--- src/verilog/nv_access_pkg.sv ---
// Package with constants and types for the nonvolatile self-access controller.
package nv_access_pkg;

    // ------------------------------------------------------------------
    // Register fields and reset values
    // ------------------------------------------------------------------
    localparam int          CTRL_READ_BIT      = 0;
    localparam int          CTRL_WRITE_BIT     = 1;
    localparam int          CTRL_PERMIT_BIT    = 2;
    localparam int          CTRL_ERROR_BIT     = 3;
    localparam int          CTRL_SPACE_BIT     = 7;
    localparam logic [7:0]  UNLOCK_FIRST       = 8'h55;
    localparam logic [7:0]  UNLOCK_SECOND      = 8'haa;
    localparam logic [7:0]  ADDR_RESET         = 8'h00;
    localparam logic [7:0]  DATA_RESET         = 8'h00;

    // ------------------------------------------------------------------
    // Sizes and timing
    // ------------------------------------------------------------------
    localparam int          PROG_ADDR_BITS     = 13;
    localparam int          PROG_DATA_BITS     = 14;
    localparam int          CLK_PERIOD_NS      = 4;
    localparam int          INSTR_CLOCKS       = 4;
    localparam int          INSTR_NS           = CLK_PERIOD_NS * INSTR_CLOCKS;
    localparam int          DATA_READ_INSTR    = 1;
    localparam int          PROG_READ_INSTR    = 2;
    localparam int          DATA_READ_CYCLES   = DATA_READ_INSTR * INSTR_CLOCKS;
    localparam int          PROG_READ_CYCLES   = PROG_READ_INSTR * INSTR_CLOCKS;
    localparam int          ERASE_TIME_US      = 2000;
    localparam int          PROGRAM_TIME_US    = 2000;
    localparam int          ERASE_CYCLES       = ERASE_TIME_US * 1000 / CLK_PERIOD_NS;
    localparam int          PROGRAM_CYCLES     = PROGRAM_TIME_US * 1000 / CLK_PERIOD_NS;

    // ------------------------------------------------------------------
    // Types
    // ------------------------------------------------------------------
    typedef enum logic [4:0] {
        ST_IDLE    = 5'b00001,
        ST_READ    = 5'b00010,
        ST_ERASE   = 5'b00100,
        ST_PROGRAM = 5'b01000,
        ST_DONE    = 5'b10000
    } nv_state_t;

    typedef enum logic [2:0] {
        UL_IDLE   = 3'b001,
        UL_FIRST  = 3'b010,
        UL_ARMED  = 3'b100
    } unlock_state_t;

    typedef struct packed {
        logic        wr;
        logic [7:0]  data;
    } reg_write_t;

    typedef struct packed {
        logic                      req;
        logic                      space;
        logic                      write;
        logic                      erase;
        logic [15:0]               addr;
        logic [PROG_DATA_BITS-1:0] wdata;
    } mem_req_t;

endpackage : nv_access_pkg

--- src/verilog/cycle_timer.sv ---
// Down counter that times one phase of a memory operation.
`timescale 1ns/100ps
module cycle_timer
    import nv_access_pkg::*;
#(
    parameter int WIDTH = 24
) (
    input  wire logic             mclk,
    input  wire logic             rst_n,
    input  wire logic             load,
    input  wire logic [WIDTH-1:0] count,
    output logic                  expired
);

    logic [WIDTH-1:0] remain_reg;
    logic             run_reg;

    always_ff @(posedge mclk or negedge rst_n) begin
        if (!rst_n) begin
            remain_reg <= '0;
            run_reg    <= 1'b0;
        end else if (load) begin
            remain_reg <= count;
            run_reg    <= 1'b1;
        end else if (run_reg && remain_reg > WIDTH'(1)) begin
            remain_reg <= remain_reg - WIDTH'(1);
        end else begin
            run_reg    <= 1'b0;
        end
    end

    always_ff @(posedge mclk or negedge rst_n) begin
        if (!rst_n) begin
            expired <= 1'b0;
        end else begin
            expired <= run_reg && !load && remain_reg <= WIDTH'(1);
        end
    end

endmodule : cycle_timer

--- src/verilog/nv_self_access.sv ---
// Controller for core access to data nonvolatile bytes and program words.
//
// Notes on behaviour
// - Every write erases its location first, then programs one byte or word.
// - No bulk erase path exists; only single-location erase then program.
// - Core stalls and program memory is unavailable during a program write.
// - Clock and peripherals run on; interrupts are held pending during program write.
// - After program write, next pipelined instruction runs, then pending interrupt vectors.
// - Small data space: top address bit not cleared; 0x80 passes on and does not wrap to 0x00.
// - Large data space decodes all eight low address bits.
// - Program address is high:low address bytes, all 16 bits passed on.
// - Program data is high:low data registers as one 14-bit value.
// - Program addresses beyond range are not wrapped back to zero.
// - Unlock port has no storage; writes only step the unlock sequence.
// - Space select steers accesses to data space or program space.
// - Read-start launches a read; only hardware clears it at read end.
// - Data read result lands in low data register one instruction later.
// - Program read result lands after the second following instruction.
// - Writes are refused while the program permit bit is clear.
// - Write-start begins a write cycle; hardware clears it at cycle end.
// - Data write erases, programs low data byte while core runs, sets done flag.
// - Program write erases, programs word, sets done flag, resumes core.
// - Master clear or watchdog reset during a write sets the interrupted flag.
// - Those resets leave data, address and space select registers unchanged.
// - A write arms only after 55h then AAh reach the unlock port.
// - Write-start honoured only if permit was set by an earlier write.
// - Software zeros to read-start or write-start are ignored.
// - Data registers hold the read value until another read or firmware write.
`timescale 1ns/100ps
module nv_self_access
    import nv_access_pkg::*;
#(
    parameter int          DATA_ADDR_BITS = 8,
    parameter int          ERASE_COUNT    = ERASE_CYCLES,
    parameter int          PROGRAM_COUNT  = PROGRAM_CYCLES,
    parameter int          TIMER_WIDTH    = 24
) (
    input  wire logic                      mclk,
    input  wire logic                      rst_n,
    input  wire logic                      master_clear_reset,
    input  wire logic                      watchdog_timeout,
    input  wire reg_write_t                data_low_byte_wr,
    input  wire reg_write_t                data_high_bits_wr,
    input  wire reg_write_t                addr_low_byte_wr,
    input  wire reg_write_t                addr_high_byte_wr,
    input  wire reg_write_t                access_control_wr,
    input  wire reg_write_t                unlock_port_wr,
    input  wire logic                      other_access,
    input  wire logic                      done_flag_clear,
    input  wire logic                      error_flag_clear,
    input  wire logic                      irq_event,
    input  wire logic                      pipeline_step,
    input  wire logic [PROG_DATA_BITS-1:0] mem_rdata,
    input  wire logic                      mem_ack,
    output logic [7:0]                     data_low_byte,
    output logic [7:0]                     data_high_bits,
    output logic [7:0]                     addr_low_byte,
    output logic [7:0]                     addr_high_byte,
    output logic [7:0]                     access_control,
    output logic                           cycle_done_flag,
    output mem_req_t                       mem_req,
    output logic                           core_stall,
    output logic                           prog_mem_busy,
    output logic                           irq_pending,
    output logic                           irq_vector_take
);

    // ------------------------------------------------------------------
    // Control register state
    // ------------------------------------------------------------------
    logic          space_select_reg;
    logic          program_permit_reg;
    logic          interrupted_cycle_flag_reg;
    logic          write_start_reg;
    logic          read_start_reg;
    nv_state_t     state_reg;
    unlock_state_t unlock_reg;
    logic          soft_reset;
    logic          ctrl_wr;
    logic          start_write;
    logic          start_read;
    logic          busy;
    logic          timer_load;
    logic [TIMER_WIDTH-1:0] timer_count;
    logic          timer_expired;
    logic [3:0]    read_cnt_reg;
    logic          irq_hold_reg;
    logic          resume_reg;

    // Soft resets leave the address, data and space select alone.
    assign soft_reset  = master_clear_reset || watchdog_timeout;
    assign ctrl_wr     = access_control_wr.wr;
    assign busy        = state_reg != ST_IDLE;
    assign start_write = ctrl_wr && access_control_wr.data[CTRL_WRITE_BIT] && program_permit_reg
                         && unlock_reg == UL_ARMED && !busy;
    assign start_read  = ctrl_wr && access_control_wr.data[CTRL_READ_BIT] && !busy
                         && !start_write;

    // ------------------------------------------------------------------
    // Unlock sequence
    // ------------------------------------------------------------------
    // The unlock port is a decoder only; nothing written there is stored.
    always_ff @(posedge mclk or negedge rst_n) begin
        if (!rst_n) begin
            unlock_reg <= UL_IDLE;
        end else if (soft_reset) begin
            unlock_reg <= UL_IDLE;
        end else if (unlock_port_wr.wr) begin
            unique case (unlock_reg)
                UL_IDLE:  unlock_reg <= (unlock_port_wr.data == UNLOCK_FIRST) ? UL_FIRST : UL_IDLE;
                UL_FIRST: unlock_reg <= (unlock_port_wr.data == UNLOCK_SECOND) ? UL_ARMED
                                       : UL_IDLE;
                UL_ARMED: unlock_reg <= UL_IDLE;
            endcase
        end else if (ctrl_wr || other_access || data_low_byte_wr.wr || data_high_bits_wr.wr
                     || addr_low_byte_wr.wr || addr_high_byte_wr.wr) begin
            unlock_reg <= UL_IDLE;
        end
    end

    // ------------------------------------------------------------------
    // Control bits
    // ------------------------------------------------------------------
    always_ff @(posedge mclk or negedge rst_n) begin
        if (!rst_n) begin
            space_select_reg <= 1'b0;
        end else if (ctrl_wr && !busy) begin
            space_select_reg <= access_control_wr.data[CTRL_SPACE_BIT];
        end
    end

    always_ff @(posedge mclk or negedge rst_n) begin
        if (!rst_n) begin
            program_permit_reg <= 1'b0;
        end else if (soft_reset) begin
            program_permit_reg <= 1'b0;
        end else if (ctrl_wr) begin
            program_permit_reg <= access_control_wr.data[CTRL_PERMIT_BIT];
        end
    end

    // Start bits are set-only from software; zeros written are ignored.
    always_ff @(posedge mclk or negedge rst_n) begin
        if (!rst_n) begin
            write_start_reg <= 1'b0;
        end else if (soft_reset) begin
            write_start_reg <= 1'b0;
        end else if (start_write) begin
            write_start_reg <= 1'b1;
        end else if (state_reg == ST_DONE) begin
            write_start_reg <= 1'b0;
        end
    end

    always_ff @(posedge mclk or negedge rst_n) begin
        if (!rst_n) begin
            read_start_reg <= 1'b0;
        end else if (soft_reset) begin
            read_start_reg <= 1'b0;
        end else if (start_read) begin
            read_start_reg <= 1'b1;
        end else if (state_reg == ST_READ && read_cnt_reg == 4'h1) begin
            read_start_reg <= 1'b0;
        end
    end

    // A reset that cuts a write short is remembered; a new error beats a clear.
    always_ff @(posedge mclk or negedge rst_n) begin
        if (!rst_n) begin
            interrupted_cycle_flag_reg <= 1'b0;
        end else if (soft_reset && (state_reg == ST_ERASE || state_reg == ST_PROGRAM)) begin
            interrupted_cycle_flag_reg <= 1'b1;
        end else if (error_flag_clear) begin
            interrupted_cycle_flag_reg <= 1'b0;
        end
    end

    always_ff @(posedge mclk or negedge rst_n) begin
        if (!rst_n) begin
            cycle_done_flag <= 1'b0;
        end else if (state_reg == ST_DONE) begin
            cycle_done_flag <= 1'b1;
        end else if (done_flag_clear) begin
            cycle_done_flag <= 1'b0;
        end
    end

    // ------------------------------------------------------------------
    // Operation sequencer
    // ------------------------------------------------------------------
    always_ff @(posedge mclk or negedge rst_n) begin
        if (!rst_n) begin
            state_reg <= ST_IDLE;
        end else if (soft_reset) begin
            state_reg <= ST_IDLE;
        end else begin
            unique case (state_reg)
                ST_IDLE: begin
                    if (start_write) begin
                        state_reg <= ST_ERASE;
                    end else if (start_read) begin
                        state_reg <= ST_READ;
                    end
                end
                ST_READ:    state_reg <= (read_cnt_reg == 4'h1) ? ST_IDLE : ST_READ;
                ST_ERASE:   state_reg <= timer_expired ? ST_PROGRAM : ST_ERASE;
                ST_PROGRAM: state_reg <= timer_expired ? ST_DONE : ST_PROGRAM;
                ST_DONE:    state_reg <= ST_IDLE;
            endcase
        end
    end

    // Read latency counts core clock cycles, four to each instruction cycle.
    always_ff @(posedge mclk or negedge rst_n) begin
        if (!rst_n) begin
            read_cnt_reg <= 4'h0;
        end else if (start_read) begin
            read_cnt_reg <= access_control_wr.data[CTRL_SPACE_BIT] ? 4'(PROG_READ_CYCLES)
                            : 4'(DATA_READ_CYCLES);
        end else if (read_cnt_reg != 4'h0) begin
            read_cnt_reg <= read_cnt_reg - 4'h1;
        end
    end

    assign timer_load  = start_write || (state_reg == ST_ERASE && timer_expired);
    assign timer_count = (state_reg == ST_ERASE) ? TIMER_WIDTH'(PROGRAM_COUNT)
                         : TIMER_WIDTH'(ERASE_COUNT);

    cycle_timer #(
        .WIDTH   (TIMER_WIDTH)
    ) u_timer (
        .mclk    (mclk),
        .rst_n   (rst_n),
        .load    (timer_load),
        .count   (timer_count),
        .expired (timer_expired)
    );

    // ------------------------------------------------------------------
    // Memory request
    // ------------------------------------------------------------------
    // Only single-location erase, program and read commands are ever issued.
    always_ff @(posedge mclk or negedge rst_n) begin
        if (!rst_n) begin
            mem_req <= '0;
        end else begin
            mem_req.req   <= timer_load || start_read;
            mem_req.write <= timer_load && state_reg == ST_ERASE;
            mem_req.erase <= start_write;
            mem_req.space <= start_read ? access_control_wr.data[CTRL_SPACE_BIT]
                             : space_select_reg;
            // Address passes unwrapped; the memory decides what lies out of range.
            mem_req.addr  <= (start_read ? access_control_wr.data[CTRL_SPACE_BIT]
                              : space_select_reg)
                             ? {addr_high_byte, addr_low_byte}
                             : {8'h00, addr_low_byte};
            mem_req.wdata <= space_select_reg ? {data_high_bits[5:0], data_low_byte}
                             : {6'h00, data_low_byte};
        end
    end

    // ------------------------------------------------------------------
    // Address and data registers
    // ------------------------------------------------------------------
    always_ff @(posedge mclk or negedge rst_n) begin
        if (!rst_n) begin
            addr_low_byte  <= ADDR_RESET;
            addr_high_byte <= ADDR_RESET;
        end else begin
            if (addr_low_byte_wr.wr) begin
                addr_low_byte <= addr_low_byte_wr.data;
            end
            if (addr_high_byte_wr.wr) begin
                addr_high_byte <= addr_high_byte_wr.data;
            end
        end
    end

    always_ff @(posedge mclk or negedge rst_n) begin
        if (!rst_n) begin
            data_low_byte  <= DATA_RESET;
            data_high_bits <= DATA_RESET;
        end else if (state_reg == ST_READ && mem_ack) begin
            data_low_byte  <= mem_rdata[7:0];
            data_high_bits <= space_select_reg ? {2'b00, mem_rdata[PROG_DATA_BITS-1:8]}
                              : data_high_bits;
        end else begin
            if (data_low_byte_wr.wr) begin
                data_low_byte <= data_low_byte_wr.data;
            end
            if (data_high_bits_wr.wr) begin
                data_high_bits <= {2'b00, data_high_bits_wr.data[5:0]};
            end
        end
    end

    always_ff @(posedge mclk or negedge rst_n) begin
        if (!rst_n) begin
            access_control <= 8'h00;
        end else begin
            access_control <= {space_select_reg, 3'h0, interrupted_cycle_flag_reg,
                               program_permit_reg, write_start_reg, read_start_reg};
        end
    end

    // ------------------------------------------------------------------
    // Core stall and interrupt holding
    // ------------------------------------------------------------------
    // Stall is held through the done cycle so the core resumes only once done is set.
    always_ff @(posedge mclk or negedge rst_n) begin
        if (!rst_n) begin
            core_stall    <= 1'b0;
            prog_mem_busy <= 1'b0;
        end else begin
            core_stall    <= space_select_reg && (start_write || state_reg == ST_ERASE
                             || state_reg == ST_PROGRAM) && !soft_reset;
            prog_mem_busy <= space_select_reg && (start_write || state_reg == ST_ERASE
                             || state_reg == ST_PROGRAM) && !soft_reset;
        end
    end

    always_ff @(posedge mclk or negedge rst_n) begin
        if (!rst_n) begin
            irq_hold_reg <= 1'b0;
        end else if (core_stall && irq_event) begin
            irq_hold_reg <= 1'b1;
        end else if (irq_vector_take || soft_reset) begin
            irq_hold_reg <= 1'b0;
        end
    end

    always_ff @(posedge mclk or negedge rst_n) begin
        if (!rst_n) begin
            resume_reg <= 1'b0;
        end else if (core_stall) begin
            resume_reg <= 1'b0;
        end else if (irq_hold_reg && !resume_reg) begin
            resume_reg <= 1'b1;
        end
    end

    // The queued vector fires only after one pipelined instruction has completed.
    always_ff @(posedge mclk or negedge rst_n) begin
        if (!rst_n) begin
            irq_pending     <= 1'b0;
            irq_vector_take <= 1'b0;
        end else begin
            irq_pending     <= irq_hold_reg && !irq_vector_take;
            irq_vector_take <= resume_reg && irq_hold_reg && pipeline_step
                               && !core_stall && !irq_vector_take;
        end
    end

endmodule : nv_self_access

--- config.mk ---
export PLATFORM = sky130hd
export DESIGN_NAME = nv_self_access
export DESIGN_NICKNAME = d
export VERILOG_FILES = /design/src/verilog/nv_access_pkg.sv /design/src/verilog/cycle_timer.sv /design/src/verilog/nv_self_access.sv
export SDC_FILE = /design/constraint.sdc
export NUM_CORES = 1
export LEC_CHECK = 0
export BUFFER_PORTS_ARGS = -buffer_cell sky130_fd_sc_hd__buf_2
export CORE_ASPECT_RATIO = 2
export CORE_UTILIZATION = 23
export CTS_CLUSTER_DIAMETER = 60
export DETAILED_ROUTE_END_ITERATION = 6
export SYNTH_ARGS = -nofsm -noshare
export SYNTH_HDL_FRONTEND = slang
export SYNTH_SLANG_ARGS = --single-unit
--- constraint.sdc ---
create_clock -name mclk -period 2.96 [get_ports mclk]
set_clock_uncertainty 0.15 [all_clocks]
set_input_delay 0.148 -clock mclk [delete_from_list [all_inputs] [get_ports mclk]]
set_output_delay 0.148 -clock mclk [all_outputs]
set_load 0.01 [all_outputs]
== After elaboration in Yosys (flattened, before gate mapping) ==
Cells that the tools add are included.

* Register bits after elaboration: 120
* Output and inout bits: 79
* Logic and storage cells: 149

* $add $sub $neg: 2
* $lt $le $gt $ge: 2
* Equality and inequality tests: 15
* Muxes and demuxes: 44
* Reductions and logical operators: 58

{| class="wikitable"
|+ Operator list
! kind !! count
|-
| $mux W24 || 2
|-
| $mux W8 || 5
|-
| $logic_and A1 B1 Y1 || 25
|-
| $pmux W5 S5 || 1
|-
| $gt A24 B1 Y1 const B || 1
|-
| $le A24 B1 Y1 const B || 1
|-
| $sub A24 B1 Y24 const B || 1
|-
| $mux W5 || 4
|-
| $mux W1 || 19
|-
| $reduce_bool A2 Y1 || 9
|-
| $mux W16 || 1
|-
| $mux W4 || 4
|-
| $mux W14 || 1
|-
| $logic_or A1 B1 Y1 || 12
|-
| $mux W3 || 4
|-
| $pmux W3 S3 || 1
|-
| $reduce_bool A3 Y1 || 3
|-
| $eq A8 B7 Y1 const B || 1
|-
| $eq A8 B8 Y1 const B || 1
|-
| $logic_not A1 Y1 || 7
|-
| $eq A5 B1 Y1 const B || 1
|-
| $eq A5 B2 Y1 const B || 1
|-
| $eq A5 B3 Y1 const B || 1
|-
| $eq A5 B4 Y1 const B || 1
|-
| other kinds (12) || 14
|}

== Longest topological paths before layout ==
* Word-level depth: 10
* Depth in mapped cells: 8
* Depth with buffers taken out: 7

== Hierarchy ==
Synthesis repeated with hierarchy kept, for this count alone.

* Cell total of the unflattened synthesis: 446
* Area, all modules: 5183.7 sq um

{| class="wikitable"
|+ By module, submodules not included
! module !! times used !! cells each !! area each (sq um) !! sequential area each (sq um)
|-
| nv_self_access || 1 || 282 || 3619.7 || 2304.7
|-
| cycle_timer || 1 || 164 || 1564.0 || 650.6
|}

== Worst setup path before layout ==
Ideal clock, no wire load.

* Kind: reg2reg
* Start: reg state_reg[3]
* End: reg mem_req[22] (netlist bit)
* Library setup time: 0.142 ns
* Arrival: 1.935 ns
* Setup slack: 0.733 ns
* Stages on the path, launching flop included: 6
* Buffers on the path: 0
* Cell sequence: dfrtp_1 -> nor3_1 -> nand2_1 -> nor3b_2 -> mux2i_1 -> nor2b_1

* Word-level cells in the longest chain between the ends: 7

{| class="wikitable"
|+ RTL lines
! what !! line !! text
|-
| start: declaration || nv_self_access.sv:76 || <nowiki>nv_state_t state_reg;</nowiki>
|-
| start signal: assignment || nv_self_access.sv:205 || <nowiki>ST_READ: state_reg <= (read_cnt_reg == 4'h1) ? ST_IDLE : ST_READ;</nowiki>
|-
| start signal: assignment || nv_self_access.sv:206 || <nowiki>ST_ERASE: state_reg <= timer_expired ? ST_PROGRAM : ST_ERASE;</nowiki>
|-
| start signal: assignment || nv_self_access.sv:207 || <nowiki>ST_PROGRAM: state_reg <= timer_expired ? ST_DONE : ST_PROGRAM;</nowiki>
|-
| $ne A5 B1 Y1 (*) || nv_self_access.sv:93 || <nowiki>assign busy = state_reg != ST_IDLE;</nowiki>
|-
| $logic_not A1 Y1 (*) || nv_self_access.sv:95, nv_self_access.sv:96 ||
|-
| $logic_and A1 B1 Y1 || nv_self_access.sv:95 || <nowiki>&& unlock_reg == UL_ARMED && !busy;</nowiki>
|-
| $logic_not A1 Y1 || nv_self_access.sv:97 || <nowiki>&& !start_write;</nowiki>
|-
| $logic_and A1 B1 Y1 (*) || nv_self_access.sv:97 ||
|-
| $mux W1 (*) || nv_self_access.sv:253 || <nowiki>mem_req.addr <= (start_read ? access_control_wr.data[CTRL_SPACE_BIT]</nowiki>
|-
| $mux W16 (*) || nv_self_access.sv:255 || <nowiki>? {addr_high_byte, addr_low_byte}</nowiki>
|-
| end: declaration || nv_self_access.sv:61 || <nowiki>output mem_req_t mem_req,</nowiki>
|}

Mark *: on every way between the ends. The rest lies on a longest branch, timed or not.
A chain may end at the register's enable or synchronous reset.

== Worst setup path after layout ==
* Start: reg u_timer.remain_reg[7]
* End: reg u_timer.remain_reg[8]

* Word-level cells in the longest chain between the ends: 3

{| class="wikitable"
|+ RTL lines
! what !! line !! text
|-
| start: declaration || cycle_timer.sv:15 || <nowiki>logic [WIDTH-1:0] remain_reg;</nowiki>
|-
| start signal: assignment || cycle_timer.sv:23 || <nowiki>remain_reg <= count;</nowiki>
|-
| start signal: assignment || cycle_timer.sv:26 || <nowiki>remain_reg <= remain_reg - WIDTH'(1);</nowiki>
|-
| $sub A24 B1 Y24 or $gt A24 B1 Y1 (tied branches) || cycle_timer.sv:26, cycle_timer.sv:25 ||
|-
| $mux W24 or $logic_and A1 B1 Y1 (tied branches) || cycle_timer.sv:25 || <nowiki>end else if (run_reg && remain_reg > WIDTH'(1)) begin</nowiki>
|-
| $mux W24 or $reduce_bool A2 Y1 (tied branches) || - ||
|}

Several ways; a longest one is shown, not always the timed one. The select of a mux whose other input is x is not followed.

==> results.sh <==
export IMPL_status="complete, no violations"
export IMPL_met3_usage_pct=3.22
export IMPL_p_clk_share_pct=49.3
export IMPL_io_buffers=145
export IMPL_setup_viol=0
export IMPL_cts_tree="yes"
export IMPL_worstMarginPinSlew_ns=0.694
export IMPL_p_int_mw=3.61
export IMPL_relSlewSlack_pct=53.6
export IMPL_drive_gt1_share_pct=33.9
export IMPL_top_usage_layer="met2"
export IMPL_drc=0
export IMPL_synth_seq_cells=118
export IMPL_sw_frac_of_total_pct=23.1
export IMPL_start_util_pct=23.6
export IMPL_ioPinCount=157
export IMPL_crit_fanout=11
export IMPL_grt_util_met1_pct=12.7
export IMPL_grt_max_degree=68
export IMPL_cellPowerDensity_mw_per_mm2=642
export IMPL_antenna_left=0
export IMPL_ir_drop_mv=0.511
export IMPL_layout_nets=730
export IMPL_p_leak_nw=3.42
export IMPL_dieArea_sq_mm=0.0223
export IMPL_initialDrtViolationCount=258
export IMPL_rsz0062_at_grt="no"
export IMPL_seqPwrFrac_pct=38.8
export IMPL_combPwrFrac_pct=11.9
export IMPL_area_growth_pct=46.9
export IMPL_hold_viol_final=0
export IMPL_rows=75
export IMPL_crit_path_start_kind="register"
export IMPL_p_total_mw=4.69
export IMPL_core_area_sq_mm=0.0211
export IMPL_synthCells=427
export IMPL_hp_class="in -> reg"
export IMPL_avgSynthCellArea_sq_um=11.7
export IMPL_fin_crit_ns=2.58
export IMPL_synth_warning_count=0
export IMPL_gr_total_overflow=0
export IMPL_antenna_found_initial=1
export IMPL_via_per_inst=4.49
export IMPL_clockBufferDepth=2
export IMPL_endpoint_kind="register"
export IMPL_cts_resized=0
export IMPL_drv_cap=0
export IMPL_finalCritPeriodShare_pct=87.1
export IMPL_synth_cell_type_count=58
export IMPL_grt_pass1_wl_um=21700
export IMPL_maxSlewViolCount=0
export IMPL_cts_htree_levels=4
export IMPL_required_ns=3.08
export IMPL_synth_seq_area_share_pct=59.4
export IMPL_gp_congestion=0.794
export IMPL_clkLatencyLatePin_ns=0.41
export IMPL_syn_area_sq_mm=0.00498
export IMPL_grtUsageMet2_pct=23.0
export IMPL_die_y_um=210
export IMPL_dr_pass1_iters=4
export IMPL_wl_per_cell_um=14.6
export IMPL_fmax_mhz=388
export IMPL_p_sw_mw=1.08
export IMPL_drt_total_wl_um=13600
export IMPL_die_w_um=106
export IMPL_worst_endpoint_arrival_ns=2.70
export IMPL_post_cts_setup_buffers=0
export IMPL_crit_type="reg -> reg"
export IMPL_path_clk_slew_ns=0.05
export IMPL_cts_sinks=118
export IMPL_track_usage_pct=12.8
export IMPL_via_count=4180
export IMPL_grt_pass1_vias=4344
export IMPL_fin_tns_setup_ns=0
export IMPL_largest_register_ffs=34
export IMPL_hpwl_um=9560
export IMPL_numCtsBuffers=17
export IMPL_root_buffer="clkbuf_16"
==> final timing paths <==
path	start	cells past startpoint	endpoint	slack [ns]
min in group asynchronous	rst_n	3	access_control[1]	0.15
setup / recovery	u_timer.remain_reg[7]	5	u_timer.remain_reg[8]	0.38
hold reg to reg	interrupted_cycle_flag_reg	0	access_control[3]	0.23
max in group asynchronous	rst_n	3	mem_req[7]	1.45
setup reg to reg	u_timer.remain_reg[7]	5	u_timer.remain_reg[8]	0.38
hold / removal	data_high_bits_wr[8]	4	unlock_reg[2]	0.04
==> kinds of logic after synthesis <==
kind of cell / Yosys count / synth area share, %
flip-flops: 118 / 59.4
XOR/XNOR: 4 / 0.704
adder cells (fa/ha/maj): 5 / 1.26
multiplexers: 30 / 6.49
buffers and inverters: 37 / 3.62
other: 1 / 0.0754
AO/OA/AOI/OAI: 78 / 9.76
AND/OR/NAND/NOR: 154 / 18.7
==> Yosys cell counts, drive strengths merged <==
master / instances / area [sq um]
dfrtp: 116 / 2900
nor2: 32 / 136
a21oi: 31 / 155
inv: 20 / 75.1
mux2: 18 / 203
o21ai: 16 / 80.1
nand2: 15 / 56.3
nor2b: 13 / 81.3
or3: 13 / 85.1
mux2i: 12 / 120
nand3: 12 / 65.1
and2: 11 / 68.8
nor3: 11 / 66.3
or4: 11 / 83.8
buf: 9 / 75.1
clkbuf: 8 / 30.0
nor4: 8 / 56.3
nand4: 7 / 43.8
o22ai: 7 / 43.8
ha: 5 / 62.6
nand3b: 5 / 37.5
o41ai: 5 / 43.8
o31ai: 4 / 30.0
xnor2: 4 / 35.0
and4: 3 / 27.5
nor3b: 3 / 27.5
o211ai: 3 / 22.5
or4b: 3 / 30.0
a21boi: 2 / 18.8
a21o: 2 / 15.0
and3: 2 / 12.5
dfstp: 2 / 52.6
nor4bb: 2 / 20.0
a211oi: 1 / 7.51
a21bo: 1 / 10.0
a22o: 1 / 8.76
a31o: 1 / 8.76
a31oi: 1 / 6.26
conb: 1 / 3.75
nand4bb: 1 / 11.3
nor4b: 1 / 15.0
o2111ai: 1 / 15.0
o211a: 1 / 10.0
o31a: 1 / 10.0
or2: 1 / 6.26
==> worst max-delay path, stage by stage, from the launching register on <==
cell and delay [ns]:
dfrtp_1 0.41, or4_1 0.75, nor4_2 0.45, and2_1 0.41, or4_2 0.19, nand3b_1 0.08
==> layer usage <==
layer / part of all wire, % / wire [um]
met5: 0 / 0
met4: 4.5 / 606
met3: 4.2 / 566
met2: 56 / 7590
met1: 35 / 4810
==> placed cells by master (no fill, tap or decap), types with 12 or more instances in the layout <==
cell type,count
nor2b_1,13
mux2i_1,12
buf_2,144
mux2_2,18
nand2_1,15
dfrtp_1,116
a21oi_1,31
clkbuf_16,17
dlygate4sd3_1,61
o21ai_0,13
nor2_1,31
inv_1,20
==> power by group through the flow <==
stage                     registers (mW)  clock network, mW  logic (mW)
after floorplan                     1.88                  0       0.207
after global placement              1.84                  0       0.484
after detailed placement            1.85                  0       0.491
after CTS                           1.82               2.37       0.562
after global routing                1.84               2.44       0.618
final                               1.82               2.31       0.558
==> repair_timing <==
item | CTS | global route
hold buffers | 61 | 0
setup endpoints to repair | 0 | 0
endpoints found under the hold margin | 158 | 0
==> area by class of cell <==
type                       instances  area, sq um
multi-input combinational        276         1860
clock inverter                    11          194
tap                              269          337
inverter                          20         75.1
timing repair buffer             214         1410
fill                            2104        13800
antenna                            1         2.50
clock buffer                      21          480
sequential                       118         2960
==> stage by stage <==
| step | cell area [sq um] | std cells | worst slack (ns) | utilization [%] | hold WS [ns] |
|---|---|---|---|---|---|
| floorplan | 4990 | 431 | 0.733 | - | -0.298 |
| global placement | 6020 | 836 | 0.445 | 28.5 | -0.118 |
| detailed placement | 6020 | 836 | 0.417 | 28.5 | -0.117 |
| CTS | 7310 | 929 | 0.402 | 34.6 | 0.00608 |
| global route | 7310 | 930 | 0.278 | 34.6 | 0.0538 |
| finish | 7310 | 930 | 0.381 | 34.6 | 0.0414 |
(Power assumes the default switching activity.)
